<file path="config.mk">
export PLATFORM = sky130hd
export DESIGN_NAME = cbf_socket_regs
export DESIGN_NICKNAME = d
export VERILOG_FILES = /design/src/logic/cbf_pkg.sv /design/src/logic/cbf_supply_check.sv /design/src/logic/cbf_socket_regs.sv
export SDC_FILE = /design/constraint.sdc
export NUM_CORES = 1
export LEC_CHECK = 0
export ABC_CLOCK_PERIOD_IN_PS = 1850
export BUFFER_PORTS_ARGS = -buffer_cell sky130_fd_sc_hd__buf_2
export CORE_MARGIN = 5
export CORE_UTILIZATION = 42
export CTS_CLUSTER_DIAMETER = 80
export DETAILED_ROUTE_END_ITERATION = 8
export PLACE_DENSITY = 0.79
export SYNTH_ARGS = -nofsm -noshare
export SYNTH_HDL_FRONTEND = slang
export SYNTH_SLANG_ARGS = --single-unit
export TNS_END_PERCENT = 20
</file>
<file path="constraint.sdc">
create_clock -name clk_i -period 1.85 [get_ports clk_i]
set_clock_uncertainty 0.1 [all_clocks]
set_input_delay 0.4625 -clock clk_i [delete_from_list [all_inputs] [get_ports clk_i]]
set_output_delay 0.4625 -clock clk_i [all_outputs]
set_load 0.01 [all_outputs]
</file>
<file path="src/logic/cbf_pkg.sv">
/*
  cbf_pkg: offsets, field positions, reset values, supply codes and the
  packed carriers shared by the socket force/control register block.
  assumes: one socket, register offsets given relative to its base.
*/
package cbf_pkg;

  // ----------------------------------------------------------------
  // register map
  // ----------------------------------------------------------------
  localparam logic [7:0] OFS_FORCE = 8'h0c;
  localparam logic [7:0] OFS_CTRL = 8'h10;
  localparam logic [31:0] RST_FORCE = 32'h0000_0000;
  localparam logic [7:0] RST_CTRL = 8'h00;
  localparam logic [31:0] RD_ZERO = 32'h0000_0000;

  // ----------------------------------------------------------------
  // force-event field positions
  // ----------------------------------------------------------------
  localparam int FB_RETEST = 14;
  localparam int FB_YY = 13;
  localparam int FB_XX = 12;
  localparam int FB_THREE = 11;
  localparam int FB_FIVE = 10;
  localparam int FB_INVALID = 9;
  localparam int FB_LOST = 8;
  localparam int FB_UNREC = 7;
  localparam int FB_CARDBUS = 5;
  localparam int FB_SIXTEEN = 4;
  localparam int FB_PWR_EVT = 3;
  localparam int FB_DET2_EVT = 2;
  localparam int FB_DET1_EVT = 1;
  localparam int FB_STS_EVT = 0;

  // ----------------------------------------------------------------
  // control field positions
  // ----------------------------------------------------------------
  localparam int CB_STOP_POLICY = 7;
  localparam int CB_VCC_HI = 6;
  localparam int CB_VCC_LO = 4;
  localparam int CB_VPP_HI = 2;
  localparam int CB_VPP_LO = 0;
  localparam logic [7:0] CTRL_WMASK = 8'hf7;

  // ----------------------------------------------------------------
  // supply request codes
  // ----------------------------------------------------------------
  localparam logic [2:0] SUP_OFF = 3'h0;
  localparam logic [2:0] VPP_12V = 3'h1;
  localparam logic [2:0] SUP_5V = 3'h2;
  localparam logic [2:0] SUP_3V = 3'h3;
  localparam logic [2:0] SUP_XX = 3'h4;
  localparam logic [2:0] SUP_YY = 3'h5;

  // fixed socket capability: 3 V and 5 V only
  localparam logic SOCK_YY_CAP = 1'b0;
  localparam logic SOCK_XX_CAP = 1'b0;
  localparam logic SOCK_THREE_CAP = 1'b1;
  localparam logic SOCK_FIVE_CAP = 1'b1;

  // ----------------------------------------------------------------
  // carriers
  // ----------------------------------------------------------------
  typedef struct packed {
    logic yy;
    logic xx;
    logic three;
    logic five;
  } cbf_volt_t;

  typedef struct packed {
    cbf_volt_t volt;
    logic invalid_req;
    logic lost_data;
    logic unrec_card;
    logic cardbus;
    logic sixteen;
  } cbf_state_force_t;

  typedef struct packed {
    logic power_change;
    logic detect_two;
    logic detect_one;
    logic status_change;
  } cbf_event_force_t;

endpackage

</file>
<file path="src/logic/cbf_supply_check.sv">
/*
  cbf_supply_check: judges the requested vcc code against what the socket
  can give and what the card accepts; vpp only needs a known code and vcc on.
  assumes: card support flags are already settled; purely combinational.
*/
module cbf_supply_check (
  input wire logic [2:0] vcc_i,
  input wire logic [2:0] vpp_i,
  input wire cbf_pkg::cbf_volt_t card_i,
  output logic vcc_ok_o,
  output logic vpp_ok_o
);

  // ----------------------------------------------------------------
  // vcc: socket must supply it and the card must accept it
  // ----------------------------------------------------------------
  always_comb begin
    case (vcc_i)
      cbf_pkg::SUP_OFF: vcc_ok_o = 1'b1;
      cbf_pkg::SUP_5V: vcc_ok_o = cbf_pkg::SOCK_FIVE_CAP & card_i.five;
      cbf_pkg::SUP_3V: vcc_ok_o = cbf_pkg::SOCK_THREE_CAP & card_i.three;
      cbf_pkg::SUP_XX: vcc_ok_o = cbf_pkg::SOCK_XX_CAP & card_i.xx;
      cbf_pkg::SUP_YY: vcc_ok_o = cbf_pkg::SOCK_YY_CAP & card_i.yy;
      default: vcc_ok_o = 1'b0;
    endcase
  end

  // ----------------------------------------------------------------
  // vpp: reserved codes refused; any vpp needs vcc on
  // ----------------------------------------------------------------
  always_comb begin
    case (vpp_i)
      cbf_pkg::SUP_OFF: vpp_ok_o = 1'b1;
      cbf_pkg::VPP_12V,
      cbf_pkg::SUP_5V,
      cbf_pkg::SUP_3V,
      cbf_pkg::SUP_XX,
      cbf_pkg::SUP_YY: vpp_ok_o = (vcc_i != cbf_pkg::SUP_OFF);
      default: vpp_ok_o = 1'b0;
    endcase
  end

endmodule

</file>
<file path="src/logic/cbf_socket_regs.sv">
/*
  cbf_socket_regs: socket force-event and socket control registers,
  with supply gating, power-control enable and card-clock stop policy.
  assumes: host register access is a single-cycle memory strobe on the
  PCI clock; interrogation sequencer, event/present-state registers and
  power switch live outside and follow the strobes driven here.
*/
module cbf_socket_regs (
  input wire logic clk_i,
  input wire logic rst_i,
  input wire logic [7:0] addr_i,
  input wire logic wr_i,
  input wire logic rd_i,
  input wire logic [31:0] wdata_i,
  input wire logic interrog_done_i,
  input wire cbf_pkg::cbf_volt_t interrog_volt_i,
  input wire logic socket_idle_i,
  input wire logic pci_clk_stop_prep_i,
  output logic [31:0] rdata_o,
  output logic rvalid_o,
  output logic interrogate_o,
  output logic state_force_wr_o,
  output cbf_pkg::cbf_state_force_t state_force_o,
  output logic event_force_wr_o,
  output cbf_pkg::cbf_event_force_t event_force_o,
  output logic power_ctl_en_o,
  output logic [2:0] vcc_apply_o,
  output logic [2:0] vpp_apply_o,
  output logic card_clk_stop_ok_o,
  output logic invalid_power_req_o,
  output logic [2:0] socket_cap_o
);

  // ----------------------------------------------------------------
  // decode
  // ----------------------------------------------------------------
  logic force_wr;
  logic ctrl_wr;
  logic force_any_volt;

  assign force_wr = wr_i & (addr_i == cbf_pkg::OFS_FORCE);
  assign ctrl_wr = wr_i & (addr_i == cbf_pkg::OFS_CTRL);
  assign force_any_volt = |wdata_i[cbf_pkg::FB_YY:cbf_pkg::FB_FIVE];

  // ----------------------------------------------------------------
  // control register and card support copy
  // ----------------------------------------------------------------
  logic [7:0] ctrl_r;
  logic [7:0] ctrl_nxt;
  cbf_pkg::cbf_volt_t card_volt_r;
  cbf_pkg::cbf_volt_t card_volt_nxt;
  logic pwr_en_r;
  logic pwr_en_nxt;
  logic invalid_r;
  logic invalid_nxt;
  logic ctrl_upd_r;
  logic ctrl_upd_nxt;
  logic vcc_ok;
  logic vpp_ok;
  logic [2:0] vcc_req;
  logic [2:0] vpp_req;

  assign vcc_req = ctrl_r[cbf_pkg::CB_VCC_HI:cbf_pkg::CB_VCC_LO];
  assign vpp_req = ctrl_r[cbf_pkg::CB_VPP_HI:cbf_pkg::CB_VPP_LO];

  cbf_supply_check u_check (
    .vcc_i(vcc_req),
    .vpp_i(vpp_req),
    .card_i(card_volt_r),
    .vcc_ok_o(vcc_ok),
    .vpp_ok_o(vpp_ok)
  );

  always_comb begin
    ctrl_nxt = ctrl_r;
    ctrl_upd_nxt = ctrl_wr;
    if (ctrl_wr) begin
      ctrl_nxt = wdata_i[7:0] & cbf_pkg::CTRL_WMASK;
    end
  end

  always_ff @(posedge clk_i) begin
    if (rst_i) begin
      ctrl_r <= cbf_pkg::RST_CTRL;
      ctrl_upd_r <= 1'b0;
    end else begin
      ctrl_r <= ctrl_nxt;
      ctrl_upd_r <= ctrl_upd_nxt;
    end
  end

  // ----------------------------------------------------------------
  // card support copy
  // ----------------------------------------------------------------
  always_comb begin
    card_volt_nxt = card_volt_r;
    if (interrog_done_i) begin
      card_volt_nxt = interrog_volt_i;
    end
    // a force in the same cycle wins: the host asked for it last
    if (force_wr) begin
      card_volt_nxt = wdata_i[cbf_pkg::FB_YY:cbf_pkg::FB_FIVE];
    end
  end

  always_ff @(posedge clk_i) begin
    if (rst_i) begin
      card_volt_r <= '0;
    end else begin
      card_volt_r <= card_volt_nxt;
    end
  end

  // ----------------------------------------------------------------
  // socket power control enable
  // ----------------------------------------------------------------
  always_comb begin
    pwr_en_nxt = pwr_en_r;
    // a forced voltage keeps power off until a fresh interrogation
    if (force_wr && force_any_volt) begin
      pwr_en_nxt = 1'b0;
    end
    // retest re-enables after the fresh result is in
    if (interrog_done_i) begin
      pwr_en_nxt = 1'b1;
    end
  end

  always_ff @(posedge clk_i) begin
    if (rst_i) begin
      pwr_en_r <= 1'b1;
    end else begin
      pwr_en_r <= pwr_en_nxt;
    end
  end

  // ----------------------------------------------------------------
  // invalid power request flag
  // ----------------------------------------------------------------
  always_comb begin
    invalid_nxt = invalid_r;
    // judged on the settled setting the cycle after a write, so a valid
    // write after a bad one clears it; a forced value wins that cycle
    if (!vcc_ok || !vpp_ok) begin
      invalid_nxt = 1'b1;
    end else if (ctrl_upd_r) begin
      invalid_nxt = 1'b0;
    end
    if (force_wr) begin
      invalid_nxt = wdata_i[cbf_pkg::FB_INVALID];
    end
  end

  always_ff @(posedge clk_i) begin
    if (rst_i) begin
      invalid_r <= 1'b0;
    end else begin
      invalid_r <= invalid_nxt;
    end
  end

  // ----------------------------------------------------------------
  // strobes toward present-state, event register and sequencer
  // ----------------------------------------------------------------
  logic interrogate_nxt;
  logic state_wr_nxt;
  logic event_wr_nxt;
  cbf_pkg::cbf_state_force_t state_force_nxt;
  cbf_pkg::cbf_event_force_t event_force_nxt;

  always_comb begin
    // zeros written to retest start nothing
    interrogate_nxt = force_wr & wdata_i[cbf_pkg::FB_RETEST];
    state_wr_nxt = force_wr;
    event_wr_nxt = force_wr;
    state_force_nxt = state_force_o;
    event_force_nxt = event_force_o;
    if (force_wr) begin
      state_force_nxt.volt = wdata_i[cbf_pkg::FB_YY:cbf_pkg::FB_FIVE];
      state_force_nxt.invalid_req = wdata_i[cbf_pkg::FB_INVALID];
      state_force_nxt.lost_data = wdata_i[cbf_pkg::FB_LOST];
      state_force_nxt.unrec_card = wdata_i[cbf_pkg::FB_UNREC];
      state_force_nxt.cardbus = wdata_i[cbf_pkg::FB_CARDBUS];
      state_force_nxt.sixteen = wdata_i[cbf_pkg::FB_SIXTEEN];
      // levels for powered, detect and status stay with their pins
      event_force_nxt.power_change = wdata_i[cbf_pkg::FB_PWR_EVT];
      event_force_nxt.detect_two = wdata_i[cbf_pkg::FB_DET2_EVT];
      event_force_nxt.detect_one = wdata_i[cbf_pkg::FB_DET1_EVT];
      event_force_nxt.status_change = wdata_i[cbf_pkg::FB_STS_EVT];
    end
  end

  always_ff @(posedge clk_i) begin
    if (rst_i) begin
      interrogate_o <= 1'b0;
      state_force_wr_o <= 1'b0;
      event_force_wr_o <= 1'b0;
      state_force_o <= '0;
      event_force_o <= '0;
    end else begin
      interrogate_o <= interrogate_nxt;
      state_force_wr_o <= state_wr_nxt;
      event_force_wr_o <= event_wr_nxt;
      state_force_o <= state_force_nxt;
      event_force_o <= event_force_nxt;
    end
  end

  // ----------------------------------------------------------------
  // supply, clock policy and flag outputs
  // ----------------------------------------------------------------
  logic [2:0] vcc_apply_nxt;
  logic [2:0] vpp_apply_nxt;
  logic clk_stop_nxt;

  always_comb begin
    // refused requests fall back to off rather than a guessed level
    vcc_apply_nxt = cbf_pkg::SUP_OFF;
    vpp_apply_nxt = cbf_pkg::SUP_OFF;
    if (pwr_en_r && vcc_ok && vpp_ok) begin
      vcc_apply_nxt = vcc_req;
      vpp_apply_nxt = vpp_req;
    end
  end

  always_ff @(posedge clk_i) begin
    if (rst_i) begin
      vcc_apply_o <= cbf_pkg::SUP_OFF;
      vpp_apply_o <= cbf_pkg::SUP_OFF;
      power_ctl_en_o <= 1'b0;
      invalid_power_req_o <= 1'b0;
      socket_cap_o <= '0;
    end else begin
      vcc_apply_o <= vcc_apply_nxt;
      vpp_apply_o <= vpp_apply_nxt;
      power_ctl_en_o <= pwr_en_r;
      invalid_power_req_o <= invalid_r;
      // order: yy/xx packed as one zero bit, then three, five
      socket_cap_o <= {cbf_pkg::SOCK_YY_CAP | cbf_pkg::SOCK_XX_CAP,
                       cbf_pkg::SOCK_THREE_CAP, cbf_pkg::SOCK_FIVE_CAP};
    end
  end

  // ----------------------------------------------------------------
  // card clock stop policy
  // ----------------------------------------------------------------
  always_comb begin
    // same-clock levels, so no synchroniser; one cycle late is harmless
    if (ctrl_r[cbf_pkg::CB_STOP_POLICY]) begin
      clk_stop_nxt = socket_idle_i;
    end else begin
      clk_stop_nxt = socket_idle_i & pci_clk_stop_prep_i;
    end
  end

  always_ff @(posedge clk_i) begin
    if (rst_i) begin
      card_clk_stop_ok_o <= 1'b0;
    end else begin
      card_clk_stop_ok_o <= clk_stop_nxt;
    end
  end

  // ----------------------------------------------------------------
  // read path
  // ----------------------------------------------------------------
  logic [31:0] rdata_nxt;

  always_comb begin
    rdata_nxt = cbf_pkg::RD_ZERO;
    if (rd_i) begin
      case (addr_i)
        // write-only and reserved force bits all read back zero
        cbf_pkg::OFS_FORCE: rdata_nxt = cbf_pkg::RST_FORCE;
        cbf_pkg::OFS_CTRL: rdata_nxt = {24'h00_0000, ctrl_r};
        default: rdata_nxt = cbf_pkg::RD_ZERO;
      endcase
    end
  end

  always_ff @(posedge clk_i) begin
    if (rst_i) begin
      rdata_o <= cbf_pkg::RD_ZERO;
      rvalid_o <= 1'b0;
    end else begin
      rdata_o <= rdata_nxt;
      rvalid_o <= rd_i;
    end
  end

endmodule

</file>
==> metrics.md <==
| Metric | Value |
|---|---|
| Post-synthesis mux area share | 12.8% |
| Hold_buf cts | 0 |
| Max capacitance violation total | 0 |
| Critical path's top delay family | flip-flops |
| RSZ-0062 raised after global routing | false |
| Avg Inst Size Synth | 10.3 um^2 |
| Met2 usage | 21.4% |
| Seq/Total Area, Yosys | 49.8% |
| Synth Area in Compound Gates | 5.12% |
| Fin. Hold Viols | 0 |
| P&R area growth vs syn | 21.6% |
| Layout cells sized above 1 | 34.4% |
| Worst setup SP type | register |
| Worst vdd ir | 350 uV |
| Post-DP HPWL | 2780 um |
| Synth Area in Adders | 0% |
| Fill count | 390 |
| Core footprint | 0.00409 mm^2 |
| Post-synth EDFFs | 0 |
| Yosys reg bits | 45 |
| Post-CTS Setup Inserts | 0 |
| Post-Route WL | 3530 um |
| Worst stage delay on the critical path | 0.46 ns |
| Clk buf depth | 2 |
| CTS tree | yes |
| Worst hold path depth | 2 |
| WP data arrival | 1.58 ns |
| Combinational family with the most area after synthesis | simple AND/OR/NAND/NOR gates |
| WL/cell | 12.0 um |
| PortBufs | 66 |
| Critical Path, Cell by Cell | mux2_2, a21oi_1, o22ai_1, a311oi_2 |
| Gr usage total | 12.3% |
| Initial antenna violation count | 0 |
| Yosys top cell by area | dfxtp_1 |
| Met1 Use GR | 13.7% |
| Post-synthesis instance area | 0.00181 mm^2 |
| Final instance area | 0.00220 mm^2 |
| Ports | 112 |
| Met3 Usage GRT | 4.35% |
| Req. time, crit path | 1.96 ns |
| GR peak layer | met2 |
| Gate Count Post-Synth | 176 |
| Nets | 294 |
| Routability-driven placement congestion ratio | 0.718 |
| Fin crit period | 1.47 ns |
| Total Neg Setup Slack | 0 ns |
| Vias in the first global route | 1126 |
| Worst slack at placement | 0.0822 ns |
| Most used DFF post-synth | dfxtp_1 |
| Number of routed nets with antenna violations | 0 |
| Synth cell types | 29 |
| Root Driver | clkbuf_8 |
| Die Ht | 75.6 um |
| Via count | 1280 |
| Hold Crit Start | wdata_i[14] |
| Clk_lat worst skew | 0.29 ns |
| H-tree levels | 2 |
| Residual DRC count | 0 |
| Worst r2r src | ctrl_r[4] |
| Simple-gate share of the synthesized area | 17.8% |
| Worst Reg-to-Reg Cells | 4 |
| First-pass DRT Iterations | 4 |
| Largest net degree at the start of global routing | 22 |
| Most common cell in the netlist | dfxtp_1 |
| Grt ovf | 0 |
| Outcome | completed |
| Async S/R FF share, synth | 0% |
| Placed inst area | 0.00208 mm^2 |
| Clock-pin slew on the worst setup and hold paths | 0.08 ns |
| Worst Path Max Fanout | 8 |
| Synth warn | 0 |
| R2r endpoint | invalid_r |
| PwrDens | 842 mW/mm^2 |
| Synth Area in XOR/XNOR | 0% |
| Max frequency | 0.678 GHz |
| Top cells by count, synth | dfxtp_1, nor2_1, buf_4 |
| Vias per cell | 4.35 |
| Final worst slack | 0.375 ns |
| Hold Crit Class | input port to register |
| CP Class | register to register |
| Ant. Diodes | 0 |
| Buf/Inv on CP | 0 |
| First-pass GRT wire length | 5180 um |
| Switch share | 21.2% |
| Clk sinks | 45 |
| Gates resized, CTS repair | 0 |
| Starting Density | 44.3% |
| Final setup viols | 0 |
| Flop2flop setup slack | 0.38 ns |
| Tcrit/Tclk final | 79.7% |
| Post-synth top area share | 49.8% |
| Drt first-iter violations | 58 |
| Crit. End Element | register |
| P_int | 1460 uW |
| Seq pwr share | 53.0% |
| Hold endpoint | interrogate_o |
| Leak | 0.00123 uW |
| Clk network pwr share | 40.9% |
| Fin. max-slew vios | 0 |
| DIE WIDTH | 75.6 um |
| Combinational Power Share | 6.1% |
| Top post-synthesis cells by area | dfxtp_1, mux2i_1, buf_4 |
| Crit path max-delay cell type | dfxtp_1 |
| Die footprint | 0.00572 mm^2 |
| Cell Rows | 23 |
| Sw power | 392 uW |
| Num CTS Buffers | 5 |
[power by group through the flow]
stage	registers, uW	logic, uW	clock network [uW]
2_1_floorplan	1010	97.0	0
3_3_place_gp	1000	111	0
3_5_place_dp	1000	113	0
4_1_cts	981	113	780
5_1_grt	982	126	824
6_report	981	113	758
[state kept, by name (all words and copies together) (netlist names), 2 cells and up]
| register | count |
|---|---|
| state_force_o | 9 |
| ctrl_r | 7 |
| rdata_o | 7 |
| event_force_o | 4 |
| vcc_apply_o | 3 |
| vpp_apply_o | 3 |
| card_volt_r | 2 |
[area by class of cell]
type                       instances  area, um^2  area share [%]
clock buffer                       6        82.6            3.75
clock inverter                     2        37.5            1.71
inverter                           3        11.3           0.512
multi-input combinational        120         747            34.0
sequential                        45         901            41.0
tap                               50        62.6            2.84
timing repair buffer              68         358            16.3
[worst max-delay path by stage]
| stage | start | end | slack [ns] | depth (start not counted) |
|---|---|---|---|---|
| 6_report | ctrl_r[4] | invalid_r | 0.38 | 4 |
| 5_1_grt | addr_i[5] | ctrl_r[7] | 0.30 | 5 |
| 4_1_cts | ctrl_r[4] | invalid_r | 0.38 | 4 |
| 3_5_place_dp | addr_i[5] | state_force_o[8] | 0.08 | 6 |
| 3_3_place_gp | addr_i[5] | ctrl_r[4] | 0.15 | 5 |
| 2_1_floorplan | addr_i[5] | state_force_o[2] | 0.33 | 5 |
[metrics by stage]
stage | power, uW | std cells | hold slack (ns) | utilization (%)
6_report | 1850 | 294 | 0.272 | 53.8
5_1_grt | 1930 | 294 | 0.271 | 53.8
4_1_cts | 1870 | 294 | 0.263 | 53.8
3_5_place_dp | 1120 | 286 | 0.339 | 50.9
3_3_place_gp | 1110 | 286 | 0.339 | 50.9
2_1_floorplan | 1100 | 202 | 0.319 | -
[placed cells by master (no fill, tap or decap), types with 2 or more instances in the layout]
cell type	count
buf_2	66
dfxtp_1	45
nor2_1	29
conb_1	27
mux2i_1	22
and2_1	13
clkbuf_8	6
nor2b_1	5
inv_1	3
a21oi_1	3
a211oi_2	2
nor4_1	2
nand2_1	2
[metal layers]
| metal | share of wire [%] | up-vias |
|---|---|---|
| met5 | 0 | - |
| met4 | 1.1 | 0 |
| met3 | 8.3 | 6 |
| met2 | 52 | 46 |
| met1 | 39 | 568 |
| li1 | - | 660 |
[kinds of logic after synthesis]
| family | count (synthesis) |
|---|---|
| muxes | 23 |
| DFF | 45 |
| and+or+nand+nor | 59 |
| other | 1 |
| buffers and inverters | 37 |
| AOI/OAI and AO/OA | 11 |
[worst reg2reg max path, stage by stage, from the launching register on]
cell	delay, ns
dfxtp_1	0.46
mux2_2	0.37
a21oi_1	0.14
o22ai_1	0.10
a311oi_2	0.22
Note: power is estimated with default switching activity, not from simulation.
